===== src/include/bus_pin_params.svh =====
// Constants for the bus pin state and configuration strap block
`ifndef BUS_PIN_PARAMS_SVH
`define BUS_PIN_PARAMS_SVH

// ----------------------------------------------------------------
// AXI4-Lite register map (byte addresses)
// ----------------------------------------------------------------
`define REG_STATUS      4'h0
`define REG_CONTROL     4'h4
`define REG_SNOOP       4'h8

// ----------------------------------------------------------------
// Field positions and reset values
// ----------------------------------------------------------------
`define ST_ENHANCED_BIT 0
`define ST_TRIPLE_BIT   1
`define ST_LINE_WB_BIT  2
`define ST_HALT_BIT     3
`define ST_LINE_VLD_BIT 4
`define CTL_HALT_BIT    0
`define CTL_STOPCLK_BIT 1
`define CTL_RESET_VAL   32'h0000_0000
`define SNP_HIT_BIT     0
`define SNP_MOD_BIT     1
`define SNP_RESET_VAL   32'h0000_0000

// ----------------------------------------------------------------
// Core ratio encodings and strap timing
// ----------------------------------------------------------------
`define RATIO_DOUBLE    2'h2
`define RATIO_TRIPLE    2'h3
`define STRAP_HOLD_CLKS 2

`define RESP_OKAY       2'h0
`define RESP_SLVERR     2'h2

`endif


===== src/include/bus_pin_pkg.sv =====
// Types for the bus pin state and configuration strap block
package bus_pin_pkg;

	typedef enum logic [1:0] {
		MODE_RUN,
		MODE_STOP_GRANT,
		MODE_STOP_CLOCK
	} halt_mode_t;

	// Bus cycle outputs, all active-low except address and cycle definition
	typedef struct packed {
		logic [3:0] byte_enables_n;
		logic [1:0] addr_3_2;
		logic       write_read;
		logic       mem_io;
		logic       data_code;
		logic       lock_n;
		logic       pseudo_lock_n;
		logic       address_strobe_n;
		logic       last_transfer_n;
		logic       cacheable_n;
		logic       modified_hit_n;
	} bus_out_t;

	// Output enables for the same group, high while driven
	typedef struct packed {
		logic byte_enables;
		logic addr_3_2;
		logic cycle_def;
		logic lock;
		logic pseudo_lock;
		logic address_strobe;
		logic last_transfer;
		logic cacheable;
		logic modified_hit;
	} bus_oe_t;

endpackage


===== src/rtl/bus_pin_ctrl.sv =====
// Reset straps, line policy sampling and bus output halt/hold control
//
// Functional notes
// Enhanced write-back bus mode enabled only if policy select is high at reset.
// Outside logic holds policy select stable two clocks around reset release.
// Line fill samples policy select on first burst or plain ready.
// Core ratio strap low at reset selects double core frequency.
// Core ratio strap high at reset selects triple core frequency.
// Voltage identification output is driven low at all times.
// Halt states force strobe, locks, cacheable, modified hit high; grant follows hold.
// Address hold floats A3:A2, cacheable, hit; bus hold floats more.
// Held outputs keep exactly their level from before stop grant entry.
// Snoop during stop grant may drive cacheable and modified hit by hit.
`timescale 1ns/1ps
`default_nettype none
`include "bus_pin_params.svh"

module bus_pin_ctrl (
	// Clock and reset
	input  wire logic                  aclk,
	input  wire logic                  aresetn,
	// Straps and line fill
	input  wire logic                  line_policy_select,
	input  wire logic                  core_ratio_strap,
	input  wire logic                  line_fill,
	input  wire logic                  burst_ready_n,
	input  wire logic                  ready_n,
	// Bus control from the core
	input  wire bus_pin_pkg::bus_out_t core_bus,
	input  wire logic                  hold_request,
	input  wire logic                  address_hold,
	input  wire logic                  snoop_address_strobe_n,
	// Bus pins
	output var  bus_pin_pkg::bus_out_t bus_pins,
	output var  bus_pin_pkg::bus_oe_t  bus_pins_oe,
	output logic                       hold_grant_ack,
	output logic                       voltage_id_out,
	// Configuration seen by the core
	output logic                       enhanced_mode,
	output logic [1:0]                 core_ratio,
	output logic                       line_write_back,
	// AXI4-Lite slave
	input  wire logic [3:0]            s_axi_awaddr,
	input  wire logic                  s_axi_awvalid,
	output logic                       s_axi_awready,
	input  wire logic [31:0]           s_axi_wdata,
	input  wire logic [3:0]            s_axi_wstrb,
	input  wire logic                  s_axi_wvalid,
	output logic                       s_axi_wready,
	output logic [1:0]                 s_axi_bresp,
	output logic                       s_axi_bvalid,
	input  wire logic                  s_axi_bready,
	input  wire logic [3:0]            s_axi_araddr,
	input  wire logic                  s_axi_arvalid,
	output logic                       s_axi_arready,
	output logic [31:0]                s_axi_rdata,
	output logic [1:0]                 s_axi_rresp,
	output logic                       s_axi_rvalid,
	input  wire logic                  s_axi_rready
);

	// ------------------------------------------------------------
	// Strap capture
	// ------------------------------------------------------------
	// Straps are taken at the second edge after release, inside the window the
	// outside logic keeps stable, so a slow release edge cannot corrupt them.
	logic [1:0] rel_cnt_ff;
	logic       straps_done_ff;
	logic       enhanced_ff;
	logic       triple_ff;

	always_ff @(posedge aclk) begin
		if (!aresetn) begin
			rel_cnt_ff     <= 2'h0;
			straps_done_ff <= 1'b0;
			enhanced_ff    <= 1'b0;
			triple_ff      <= 1'b0;
		end else if (!straps_done_ff) begin
			rel_cnt_ff <= rel_cnt_ff + 2'h1;
			if (rel_cnt_ff == 2'(`STRAP_HOLD_CLKS - 1)) begin
				straps_done_ff <= 1'b1;
				enhanced_ff    <= line_policy_select;
				triple_ff      <= core_ratio_strap;
			end
		end
	end

	always_ff @(posedge aclk) begin
		if (!aresetn) begin
			enhanced_mode  <= 1'b0;
			core_ratio     <= `RATIO_DOUBLE;
			voltage_id_out <= 1'b0;
		end else begin
			enhanced_mode  <= enhanced_ff;
			core_ratio     <= triple_ff ? `RATIO_TRIPLE : `RATIO_DOUBLE;
			voltage_id_out <= 1'b0;
		end
	end

	// ------------------------------------------------------------
	// Line policy sampling
	// ------------------------------------------------------------
	logic first_rdy_seen_ff;
	logic line_valid_ff;

	always_ff @(posedge aclk) begin
		if (!aresetn) begin
			first_rdy_seen_ff <= 1'b0;
			line_write_back   <= 1'b0;
			line_valid_ff     <= 1'b0;
		end else if (!line_fill) begin
			first_rdy_seen_ff <= 1'b0;
		end else if (!first_rdy_seen_ff && (!burst_ready_n || !ready_n)) begin
			first_rdy_seen_ff <= 1'b1;
			// Write-through only lines unless enhanced mode is on
			line_write_back   <= line_policy_select & enhanced_ff;
			line_valid_ff     <= 1'b1;
		end
	end

	// ------------------------------------------------------------
	// Control registers
	// ------------------------------------------------------------
	logic [31:0]             control_ff;
	logic [31:0]             snoop_ff;
	bus_pin_pkg::halt_mode_t mode_ff;
	bus_pin_pkg::bus_out_t   frozen_ff;
	logic                    halted;

	assign halted = (mode_ff != bus_pin_pkg::MODE_RUN);

	// Control bit 0 requests stop grant; once there, setting control bit 1 with it
	// still set moves on to stop clock. Clearing bit 0 returns to run.
	always_ff @(posedge aclk) begin
		if (!aresetn) begin
			mode_ff <= bus_pin_pkg::MODE_RUN;
		end else begin
			case (mode_ff)
				bus_pin_pkg::MODE_RUN: begin
					if (control_ff[`CTL_HALT_BIT])
						mode_ff <= bus_pin_pkg::MODE_STOP_GRANT;
				end
				bus_pin_pkg::MODE_STOP_GRANT: begin
					if (!control_ff[`CTL_HALT_BIT])
						mode_ff <= bus_pin_pkg::MODE_RUN;
					else if (control_ff[`CTL_STOPCLK_BIT])
						mode_ff <= bus_pin_pkg::MODE_STOP_CLOCK;
				end
				bus_pin_pkg::MODE_STOP_CLOCK: begin
					if (!control_ff[`CTL_HALT_BIT])
						mode_ff <= bus_pin_pkg::MODE_RUN;
				end
				default: mode_ff <= bus_pin_pkg::MODE_RUN;
			endcase
		end
	end

	// Capture the last driven levels on stop grant entry
	always_ff @(posedge aclk) begin
		if (!aresetn) begin
			frozen_ff <= '1;
		end else if (!halted) begin
			frozen_ff <= core_bus;
		end
	end

	// ------------------------------------------------------------
	// Bus pin drive
	// ------------------------------------------------------------
	logic snoop_now;
	assign snoop_now = !snoop_address_strobe_n && enhanced_ff;

	always_ff @(posedge aclk) begin
		if (!aresetn) begin
			bus_pins       <= '1;
			hold_grant_ack <= 1'b0;
		end else begin
			hold_grant_ack <= hold_request;
			if (halted) begin
				bus_pins                  <= frozen_ff;
				bus_pins.address_strobe_n <= 1'b1;
				bus_pins.lock_n           <= 1'b1;
				bus_pins.pseudo_lock_n    <= 1'b1;
				// Snoop answers come from the snoop register during stop grant only
				bus_pins.cacheable_n      <= !(snoop_now && mode_ff == bus_pin_pkg::MODE_STOP_GRANT
				                               && snoop_ff[`SNP_HIT_BIT]);
				bus_pins.modified_hit_n   <= !(snoop_now && mode_ff == bus_pin_pkg::MODE_STOP_GRANT
				                               && snoop_ff[`SNP_MOD_BIT]);
			end else begin
				bus_pins               <= core_bus;
				// Pseudo-lock is never asserted in enhanced mode
				bus_pins.pseudo_lock_n <= core_bus.pseudo_lock_n | enhanced_ff;
				bus_pins.modified_hit_n <= core_bus.modified_hit_n | !enhanced_ff;
			end
		end
	end

	always_ff @(posedge aclk) begin
		if (!aresetn) begin
			bus_pins_oe <= '1;
		end else begin
			bus_pins_oe.addr_3_2       <= !(address_hold || hold_request);
			bus_pins_oe.cacheable      <= !(address_hold || hold_request);
			bus_pins_oe.modified_hit   <= !(address_hold || hold_request);
			bus_pins_oe.byte_enables   <= !hold_request;
			bus_pins_oe.cycle_def      <= !hold_request;
			bus_pins_oe.lock           <= !hold_request;
			bus_pins_oe.pseudo_lock    <= !hold_request;
			bus_pins_oe.address_strobe <= !hold_request;
			bus_pins_oe.last_transfer  <= !hold_request;
		end
	end

	// ------------------------------------------------------------
	// AXI4-Lite slave
	// ------------------------------------------------------------
	logic aw_hold_ff;
	logic w_hold_ff;
	logic [3:0]  awaddr_ff;
	logic [31:0] wdata_ff;
	logic [3:0]  wstrb_ff;
	logic        do_write;

	assign do_write = aw_hold_ff && w_hold_ff && !s_axi_bvalid;

	always_ff @(posedge aclk) begin
		if (!aresetn) begin
			aw_hold_ff    <= 1'b0;
			w_hold_ff     <= 1'b0;
			awaddr_ff     <= 4'h0;
			wdata_ff      <= 32'h0000_0000;
			wstrb_ff      <= 4'h0;
			s_axi_awready <= 1'b0;
			s_axi_wready  <= 1'b0;
		end else begin
			s_axi_awready <= !aw_hold_ff && !s_axi_awready && s_axi_awvalid;
			s_axi_wready  <= !w_hold_ff && !s_axi_wready && s_axi_wvalid;
			if (s_axi_awvalid && s_axi_awready) begin
				aw_hold_ff <= 1'b1;
				awaddr_ff  <= s_axi_awaddr;
			end else if (do_write) begin
				aw_hold_ff <= 1'b0;
			end
			if (s_axi_wvalid && s_axi_wready) begin
				w_hold_ff <= 1'b1;
				wdata_ff  <= s_axi_wdata;
				wstrb_ff  <= s_axi_wstrb;
			end else if (do_write) begin
				w_hold_ff <= 1'b0;
			end
		end
	end

	function automatic logic [31:0] merge(input logic [31:0] old, input logic [31:0] dat, input logic [3:0] strb);
		logic [31:0] res;
		res = old;
		for (int i = 0; i < 4; i++) begin
			if (strb[i])
				res[i*8 +: 8] = dat[i*8 +: 8];
		end
		return res;
	endfunction

	always_ff @(posedge aclk) begin
		if (!aresetn) begin
			control_ff   <= `CTL_RESET_VAL;
			snoop_ff     <= `SNP_RESET_VAL;
			s_axi_bvalid <= 1'b0;
			s_axi_bresp  <= `RESP_OKAY;
		end else if (do_write) begin
			s_axi_bvalid <= 1'b1;
			s_axi_bresp  <= `RESP_OKAY;
			case (awaddr_ff)
				`REG_CONTROL: control_ff <= merge(control_ff, wdata_ff, wstrb_ff);
				`REG_SNOOP:   snoop_ff   <= merge(snoop_ff, wdata_ff, wstrb_ff);
				`REG_STATUS:  s_axi_bresp <= `RESP_OKAY;
				default:      s_axi_bresp <= `RESP_SLVERR;
			endcase
		end else if (s_axi_bvalid && s_axi_bready) begin
			s_axi_bvalid <= 1'b0;
		end
	end

	always_ff @(posedge aclk) begin
		if (!aresetn) begin
			s_axi_arready <= 1'b0;
			s_axi_rvalid  <= 1'b0;
			s_axi_rdata   <= 32'h0000_0000;
			s_axi_rresp   <= `RESP_OKAY;
		end else begin
			s_axi_arready <= !s_axi_arready && !s_axi_rvalid && s_axi_arvalid;
			if (s_axi_arvalid && s_axi_arready) begin
				s_axi_rvalid <= 1'b1;
				s_axi_rresp  <= `RESP_OKAY;
				s_axi_rdata  <= 32'h0000_0000;
				case (s_axi_araddr)
					`REG_STATUS: begin
						s_axi_rdata[`ST_ENHANCED_BIT] <= enhanced_ff;
						s_axi_rdata[`ST_TRIPLE_BIT]   <= triple_ff;
						s_axi_rdata[`ST_LINE_WB_BIT]  <= line_write_back;
						s_axi_rdata[`ST_HALT_BIT]     <= halted;
						s_axi_rdata[`ST_LINE_VLD_BIT] <= line_valid_ff;
					end
					`REG_CONTROL: s_axi_rdata <= control_ff;
					`REG_SNOOP:   s_axi_rdata <= snoop_ff;
					default:      s_axi_rresp <= `RESP_SLVERR;
				endcase
			end else if (s_axi_rvalid && s_axi_rready) begin
				s_axi_rvalid <= 1'b0;
			end
		end
	end

endmodule
`default_nettype wire


===== config.mk =====
export PLATFORM = sky130hd
export DESIGN_NAME = bus_pin_ctrl
export DESIGN_NICKNAME = d
export VERILOG_FILES = /design/src/include/bus_pin_pkg.sv /design/src/rtl/bus_pin_ctrl.sv
export VERILOG_INCLUDE_DIRS = /design/src /design/src/include
export SDC_FILE = /design/constraint.sdc
export NUM_CORES = 1
export LEC_CHECK = 0
export ABC_CLOCK_PERIOD_IN_PS = 2750
export BUFFER_PORTS_ARGS = -buffer_cell sky130_fd_sc_hd__buf_2
export CAP_MARGIN = 5
export CORE_MARGIN = 1.5
export CORE_UTILIZATION = 55
export CTS_CLUSTER_SIZE = 24
export DETAILED_ROUTE_END_ITERATION = 7
export PLACE_DENSITY_LB_ADDON = 0.15
export SYNTH_ARGS = -nofsm -noshare
export SYNTH_HDL_FRONTEND = slang
export SYNTH_SLANG_ARGS = --single-unit

===== constraint.sdc =====
create_clock -name aclk -period 2.75 [get_ports aclk]
set_input_delay 0 -clock aclk [delete_from_list [all_inputs] [get_ports aclk]]
set_output_delay 0 -clock aclk [all_outputs]
set_load 0.005 [all_outputs]

# == Yosys cells after proc, flatten, opt, wreduce, memory -nomap -nowiden ==
# Cells that the tools add are included.
# totals
register_bits,188
input_bits,74
word_cells,146
# op_classes
addsub,1
n_eq_ne,10
mux,20
bitwise_logic,5
reduce_logical,59
# op_table
op,count
27-bit one-hot mux with 2 select lines,1
3-bit AND reduction,9
1-bit logical AND,18
1-bit logical NOT,16
15-bit 2-to-1 mux,1
5-bit one-hot mux with 3 select lines,1
2-bit 2-to-1 mux,6
1-bit 2-to-1 mux,10
2-bit nonzero test,5
"4-bit by 3-bit equality test with 1-bit output, second input constant",2
"4-bit equality test, second input constant",2
4-bit logical NOT,2
2-bit one-hot mux with 3 select lines,1
2-bit AND reduction,3
3-bit OR reduction,2
"2-bit by 1-bit equality test with 1-bit output, second input constant",2
"2-bit != test, second input constant",2
"3-bit != test, second input constant",1
"2-bit by 1-bit adder with 2-bit output, second input constant",1
"2-bit equality test, second input constant",1
2-bit logical NOT,1
1-bit logical OR,2
1-bit inverter,2
1-bit bitwise OR,2
other kinds (2),2

# == Depth between registers and ports, before layout ==
# Gate-level depths: netlist of the first run.
# depth
word_depth,6
mapped_depth,5
ltp_nobuf,5

# == Worst setup path before layout of the first run ==
# No wires, ideal clock.
# synth_path
kind,register to register
from,reg s_axi_bvalid
to,reg snoop_ff[7]
setup_time_ps,132
arrival_time_ps,1339
slack_ps,1278
path_stages_with_launch,6
n_path_buf,2
synth_period_minus_slack_ps,1472
path_cell_list,dfxtp_1 -> or4b_1 -> buf_6 -> buf_6 -> o21ai_1 -> a21oi_1
# synth_between
elab_chain_cells,3
# synth_lines
element,line,text
"start, declared",bus_pin_ctrl.sv:51,"output logic s_axi_bvalid,"
"start signal, assigned",bus_pin_ctrl.sv:268,s_axi_bvalid <= 1'b0;
"start signal, assigned",bus_pin_ctrl.sv:271,s_axi_bvalid <= 1'b1;
"start signal, assigned",bus_pin_ctrl.sv:280,s_axi_bvalid <= 1'b0;
1-bit logical NOT,bus_pin_ctrl.sv:224,assign do_write = aw_hold_ff && w_hold_ff && !s_axi_bvalid;
1-bit logical AND,bus_pin_ctrl.sv:224,
3-bit AND reduction (no source line),--,
"end signal, assigned",bus_pin_ctrl.sv:267,snoop_ff <= `SNP_RESET_VAL;
"end signal, assigned",bus_pin_ctrl.sv:275,"`REG_SNOOP: snoop_ff <= merge(snoop_ff, wdata_ff, wstrb_ff);"
"end, declared",bus_pin_ctrl.sv:125,logic [31:0] snoop_ff;
# No other way between the ends.
# A chain may end at the register's enable or synchronous reset.

# == Worst setup path in the final report of the first run ==
# layout_path
from,reg s_axi_bvalid
to,reg snoop_ff[2]
# Same word-level chain as after synthesis.

==> results.py, run 1 <==
metrics = {
    "run_status": {
        "result_of_the_run": "finished, final reports clean",
    },
    "global_route": {
        "overflow": 0,
        "first_global_vias": 6137,
        "globalRouteMet1Util": 0.3912,
        "antenna_violations_before_repair": 0,
        "global_route_wire_length_before_repair_mm": 30.32,
        "global_route.usage.total": 0.2628,
        "grtUsageMet2": 0.3924,
        "grt_start_max_net_pins": 90,
        "gr-usage-met3": 0.04488,
        "busiest_layer": "met2",
    },
    "critical_path": {
        "worst-r2r-cell-count": 4,
        "critical_path.reg2reg.startpoint": "s_axi_bvalid",
        "r2r_slack_ns": 0.84,
        "crit-reg2reg-capture": "snoop_ff[2]",
        "critical_path.max_fanout": 64,
        "arrival_ns": 2.17,
        "setup.worst_path.start_class": "flip-flop",
        "critical_path_class": "reg2reg",
        "setup.worst_path.start": "s_axi_bvalid",
        "worstPathRequired_ns": 3.01,
        "worstSetupEndpoint": "snoop_ff[2]",
        "endpoint_kind": "flip-flop",
    },
    "timing": {
        "layout_min_cycle_time_ns": 1.912,
        "timing.final.setup_violations": 0,
        "finalHoldViolations": 0,
        "tightest_slew_ns": 1.164,
        "rsz0062_at_grt": "false",
        "finClkSkew_ns": 0.004302,
        "max_freq_mhz": 522.9,
        "setup-tns-final_ns": 0,
        "slew_violations": 0,
        "final.period_utilization": 0.6954,
        "timing.slew.headroom": 0.2224,
        "fin_hold_ws_ns": 0.02834,
    },
    "clocking": {
        "cts_repair_resize_count": 0,
        "clock-root-buffer": "clkbuf_16",
        "clock_path_buffers": 2,
        "clk_pin_slew_ns": 0.07,
        "htree_levels": 4,
        "numCtsBuffers": 17,
        "cts_tree": "yes",
        "cts.sink_count": 185,
        "cts_post_setup_buffers_inserted": 0,
        "clk_latency_worst_skew_pair_ns": 0.42,
    },
    "yosys": {
        "netlist_instances": 863,
        "yosys_warnings": 0,
        "ys_seq_elements": 185,
        "synth_sequential_area_ratio": 0.5059,
        "syn-cell-area_mm2": 0.007321,
        "yosysUniqueCellTypes": 44,
        "post_synth.cell_area_avg_um2": 8.483,
    },
    "routing": {
        "num_vias": 6623,
        "first_pass_iters": 5,
        "wl_per_cell_um": 15.08,
        "drt_drc_violations_left": 0,
        "routed_via_density": 5.492,
        "detail_route.iter0.violations": 517,
        "detail-route-antenna-nets": 0,
        "drt_wl_total_mm": 18.18,
    },
    "final_layout": {
        "antenna_cells_inserted": 0,
        "mostFrequentLayoutCells": "185 x dfxtp_1, 140 x a21oi_1, 140 x buf_2",
        "layout.cells.most_common": "dfxtp_1",
        "num-nets-final": 1096,
        "design_area_mm2": 0.009229,
        "layout-drive-gt1-share": 0.1789,
        "area_growth_syn_to_layout_pct": 26.06,
    },
    "floorplanning": {
        "die_x_um": 118.4,
        "die_height_um": 118.4,
        "coreArea_mm2": 0.01282,
        "design.die.area_mm2": 0.01401,
        "ios": 145,
        "placementRows": 41,
        "initial_core_util": 0.5708,
    },
    "place": {
        "dpl-instance-area_mm2": 0.007888,
        "port_buffers": 140,
        "place_hpwl_mm": 10.73,
        "finalWeightedCongestion": 0.7521,
    },
    "hold_path": {
        "min_delay_worst_type": "in2reg",
    },
    "pwr": {
        "cellLeakagePower_nw": 3.391,
        "total_power_mw": 5.645,
        "power_density_mw_per_mm2": 611.6,
        "peakVddDrop_mv": 0.3802,
    },
    "flow_run": {
        "cap_violations": 0,
    },
}
-- registers in the layout (all words and copies together) (netlist names), 4 cells and up --
name / flops
control_ff: 32
snoop_ff: 32
bus_pins: 15
s_axi_rdata: 32
wstrb_ff: 4
frozen_ff: 10
awaddr_ff: 4
wdata_ff: 32
-- kinds of logic (layout without fill, tap and decap cells) --
group / Yosys count / after routing / share of synthesized area
buffers and inverters: 90 / 259 / 0.06084
and+or+nand+nor: 326 / 326 / 0.2331
other: 2 / 4 / 0.001026
adders and majority gates: 1 / 1 / 0.001709
xor gates and xnor gates: 1 / 1 / 0.001197
AOI/OAI and AO/OA: 251 / 251 / 0.1865
DFF: 185 / 185 / 0.5059
muxes: 7 / 7 / 0.009742
-- timing repair --
item | CTS | global route
hold buffers | 75 | 0
setup endpoints to repair | 0 | 0
endpoints found under the hold margin | 80 | 0
-- report_power, final --
group | internal (mW) | total, mW | switching, mW
Clock | 1.36 | 2.40 | 1.04
Combinational | 0.209 | 0.429 | 0.219
Sequential | 2.75 | 2.82 | 0.0629
Total | 4.33 | 5.64 | 1.32
-- metal layers --
metal / wire length, um / part of all wire
met3: 1140 / 0.063
met2: 7674 / 0.42
met4: 182 / 0.010
met5: 0 / 0
met1: 9185 / 0.51
-- final cells by class --
type,instances,area (um2)
flip-flops and latches,185,3704
fillers,1016,3596
multi-input cells,590,3186
repair buffers,221,1509
clock buffers,18,439.2
well taps,172,215.2
clock inverters,14,151.4
inverters,6,25.02
-- worst max-delay path: stages (launching register included) --
cell	delay (ns)
dfxtp_1	0.37
or4b_2	0.68
buf_4	0.35
o21ai_1	0.24
a21oi_1	0.11
-- metrics by stage --
step / setup WS (ns) / util / cells
3_3_place_gp: 0.8993 / 0.6150 / 1099
6_report: 0.8377 / 0.7196 / 1206
4_1_cts: 0.8570 / 0.7196 / 1206
3_5_place_dp: 0.8686 / 0.6150 / 1099
5_1_grt: 0.7175 / 0.7196 / 1206
2_1_floorplan: 1.278 / - / 865
-- cells in the mapped netlist --
library cell / instances / share of area
dfxtp_1: 185 / 0.51
a21oi_1: 140 / 0.096
nand2_1: 133 / 0.068
nand3_1: 84 / 0.057
o21ai_1: 59 / 0.040
nand3b_1: 54 / 0.055
clkbuf_1: 49 / 0.025
a21o_1: 27 / 0.028
o21ai_0: 13 / 0.0089
nor2_1: 12 / 0.0062
buf_2: 11 / 0.0075
buf_4: 11 / 0.011
nand4b_1: 9 / 0.011
and4b_1: 8 / 0.011
buf_6: 7 / 0.011
buf_1: 6 / 0.0031
inv_1: 6 / 0.0031
mux2i_1: 6 / 0.0082
nor3_1: 4 / 0.0027
a2bb2oi_1: 3 / 0.0036
and2_1: 3 / 0.0026
nor2b_1: 3 / 0.0026
nor4b_1: 3 / 0.0036
or3_1: 3 / 0.0026
a211oi_1: 2 / 0.0021
and3_1: 2 / 0.0017
conb_1: 2 / 0.0010
nand2b_1: 2 / 0.0017
a211o_1: 1 / 0.0012
a21bo_2: 1 / 0.0014
a22oi_1: 1 / 0.0010
a32oi_1: 1 / 0.0012
and3b_1: 1 / 0.0012
ha_1: 1 / 0.0017
mux2_2: 1 / 0.0015
nand4_1: 1 / 0.00086
nand4bb_1: 1 / 0.0015
o211a_1: 1 / 0.0014
o21ai_2: 1 / 0.0012
o22ai_1: 1 / 0.00086
or2_2: 1 / 0.00086
or4_1: 1 / 0.0010
or4b_1: 1 / 0.0014
xor2_1: 1 / 0.0012
-- worst min path at each step --
| stage | startpoint | endpoint | slack [ns] | depth (start not counted) |
|---|---|---|---|---|
| 4_1_cts | s_axi_araddr[0] | s_axi_rdata[3] | 0.01 | 4 |
| 3_5_place_dp | address_hold | bus_pins_oe[0] | 0.19 | 2 |
| 3_3_place_gp | address_hold | bus_pins_oe[0] | 0.18 | 2 |
| 6_report | s_axi_araddr[0] | s_axi_rdata[3] | 0.03 | 4 |
| 2_1_floorplan | hold_request | bus_pins_oe[2] | 0.08 | 1 |
| 5_1_grt | aresetn | bus_pins[6] | 0.06 | 2 |
No activity file was read; power rests on OpenSTA's default activity.
==> run 2, diff against run 1 <==
--- a/config.mk
+++ b/config.mk
@@ -6,7 +6,7 @@
 export SDC_FILE = /design/constraint.sdc
 export NUM_CORES = 1
 export LEC_CHECK = 0
-export ABC_CLOCK_PERIOD_IN_PS = 2750
+export ABC_CLOCK_PERIOD_IN_PS = 1900
 export BUFFER_PORTS_ARGS = -buffer_cell sky130_fd_sc_hd__buf_2
 export CAP_MARGIN = 5
 export CORE_MARGIN = 1.5
==> constraint.sdc (replaced) <==
create_clock -name aclk -period 1.9 [get_ports aclk]
set_input_delay 0 -clock aclk [delete_from_list [all_inputs] [get_ports aclk]]
set_output_delay 0 -clock aclk [all_outputs]
set_load 0.005 [all_outputs]
==> run 2 against run 1 <==
Compared with the run above:
- via count grew 3.0%
- sequential share of layout area shrank 0.78 points
- sequential power grew 44%
- combinational power grew 54%
- first-iteration DRC count grew 24%
- critical endpoint is now awaddr_ff[0]
- largest cell class unchanged
- highest routed layer unchanged
==> results.py, run 2 (synthesized netlist as in run 1, its figures left out) <==
metrics = {
    "run_status": {
        "result_of_the_run": "finished, final reports clean",
    },
    "final_layout": {
        "num-nets-final": 1116,
        "antenna_cells_inserted": 0,
        "mostFrequentLayoutCells": "184 x dfxtp_1, 140 x a21oi_1, 140 x buf_2",
        "design_area_mm2": 0.009414,
        "layout.cells.most_common": "dfxtp_1",
        "layout-drive-gt1-share": 0.1918,
        "final_core_utilization": 0.7340,
        "area_growth_syn_to_layout_pct": 28.59,
        "n_fill_cell": 1031,
        "final-instance-count-excl-fill": 1225,
    },
    "critical_path": {
        "crit_path_top_delay_cell": "dlygate4sd3_1",
        "path_buf_inv": 2,
        "critical_path.most_common_cell": "dlygate4sd3_1",
        "r2r_slack_ns": 0.02,
        "critical_path.cell_chain": "nand3_1 -> dlygate4sd3_1 -> a21oi_1 -> dlygate4sd3_1",
        "setup.worst_path.start_class": "flip-flop",
        "worstPathRequired_ns": 2.28,
        "crit-reg2reg-capture": "awaddr_ff[0]",
        "worst-r2r-cell-count": 4,
        "critPathTopFamily": "buffers and inverters",
        "crit_path_max_incr_delay_ns": 0.58,
        "critical_path.max_fanout": 7,
        "cp_num_cells": 4,
        "endpoint_kind": "flip-flop",
        "critical_path.reg2reg.startpoint": "s_axi_awready",
        "arrival_ns": 2.26,
        "critical_path_class": "reg2reg",
    },
    "place": {
        "port_buffers": 140,
        "dpl-instance-area_mm2": 0.008053,
        "post-place-ws_ns": 0.1627,
        "place_hpwl_mm": 11.40,
        "place_inst": 1116,
        "finalWeightedCongestion": 0.7681,
    },
    "floorplanning": {
        "initial_core_util": 0.5708,
        "placementRows": 41,
        "ios": 145,
        "design.die.area_mm2": 0.01401,
        "die_x_um": 118.4,
        "coreArea_mm2": 0.01282,
        "die_height_um": 118.4,
    },
    "global_route": {
        "busiest_layer": "met2",
        "global_route.usage.total": 0.2743,
        "grt_start_max_net_pins": 65,
        "global_route_wire_length_before_repair_mm": 31.21,
        "antenna_violations_before_repair": 0,
        "first_global_vias": 6344,
        "overflow": 0,
        "gr-usage-met3": 0.05985,
        "grtUsageMet2": 0.4157,
        "globalRouteMet1Util": 0.3873,
    },
    "hold_path": {
        "hold_path.startpoint": "aresetn",
        "min_delay_worst_type": "in2reg",
        "min_to": "bus_pins_oe[2]",
        "worst_hold_path.num_cells": 3,
    },
    "clocking": {
        "clk_pin_slew_ns": 0.07,
        "cts_tree": "yes",
        "clock-root-buffer": "clkbuf_16",
        "clk_latency_worst_skew_pair_ns": 0.43,
        "numCtsBuffers": 17,
        "htree_levels": 4,
        "cts_post_setup_buffers_inserted": 0,
        "clock_path_buffers": 2,
        "cts.sink_count": 185,
    },
    "routing": {
        "routed_via_density": 5.567,
        "detail_route.iter0.violations": 642,
        "drt_wl_total_mm": 19.14,
        "num_vias": 6820,
        "detail-route-antenna-nets": 0,
        "wl_per_cell_um": 15.63,
        "first_pass_iters": 5,
        "drt_drc_violations_left": 0,
    },
    "timing": {
        "final.period_utilization": 0.9908,
        "layout_setup_ws_ns": 0.01752,
        "fin_hold_ws_ns": 0.05320,
        "finClkSkew_ns": 0.007907,
        "layout_min_cycle_time_ns": 1.882,
        "finalHoldViolations": 0,
        "rsz0062_at_grt": "false",
        "timing.slew.headroom": 0.5526,
        "setup-tns-final_ns": 0,
        "slew_violations": 0,
        "max_freq_mhz": 531.2,
        "timing.final.setup_violations": 0,
        "tightest_slew_ns": 0.6686,
    },
    "pwr": {
        "cellLeakagePower_nw": 3.490,
        "power_density_mw_per_mm2": 869.6,
        "peakVddDrop_mv": 0.6292,
        "total_power_mw": 8.186,
    },
    "flow_run": {
        "cap_violations": 0,
    },
}
[run 2: cell types whose count changed in the layout (fill, tap and decap cells not counted), sizes merged]
cell / change
buf: +17
dlygate4sd3: +3
clkinv: -2
clkbuf: +1
[run 2: repair_timing]
item,4_1_cts,5_1_grt
hold buffers,78,0
hold endpoints to repair,81,0
resized for setup,0,1
setup endpoints to repair,0,1
[run 2: worst max-delay path by stage]
stage                               to  slack, ns          start
after floorplan            snoop_ff[7]       0.43   s_axi_bvalid
after global placement    snoop_ff[10]       0.22   s_axi_bvalid
after detailed placement   snoop_ff[9]       0.16   s_axi_bvalid
after CTS                 awaddr_ff[0]       0.09  s_axi_awready
after global routing      snoop_ff[10]      0.005   s_axi_bvalid
final                     awaddr_ff[0]       0.02  s_axi_awready
[run 2: area by class of cell]
class,instances,area (um2),area share
timing repair buffer,241,1704,0.1810
sequential,185,3705,0.3935
tap,172,215.2,0.02286
multi-input combinational,590,3186,0.3384
clock inverter,12,126.4,0.01342
clock buffer,19,452.9,0.04811
inverter,6,25.02,0.002658
[run 2: worst min-delay path: cells and delay by family]
family / cells / cell delay [ns]
buffers and inverters: 2 / 0.33
and+or+nand+nor: 1 / 0.11
[run 2: layer usage]
metal,vias to the layer above,wire length (um),share of wire
met3,35,1371,0.072
met2,288,8385,0.44
li1,3356,-,-
met1,3141,9052,0.47
met4,0,335,0.017
met5,-,0,0
[run 2: power breakdown]
part           total (mW)  internal [mW]  switching (mW)
sequential           4.07           3.99          0.0875
clock                3.45           1.99            1.47
combinational       0.660          0.326           0.334
total                8.19           6.30            1.89
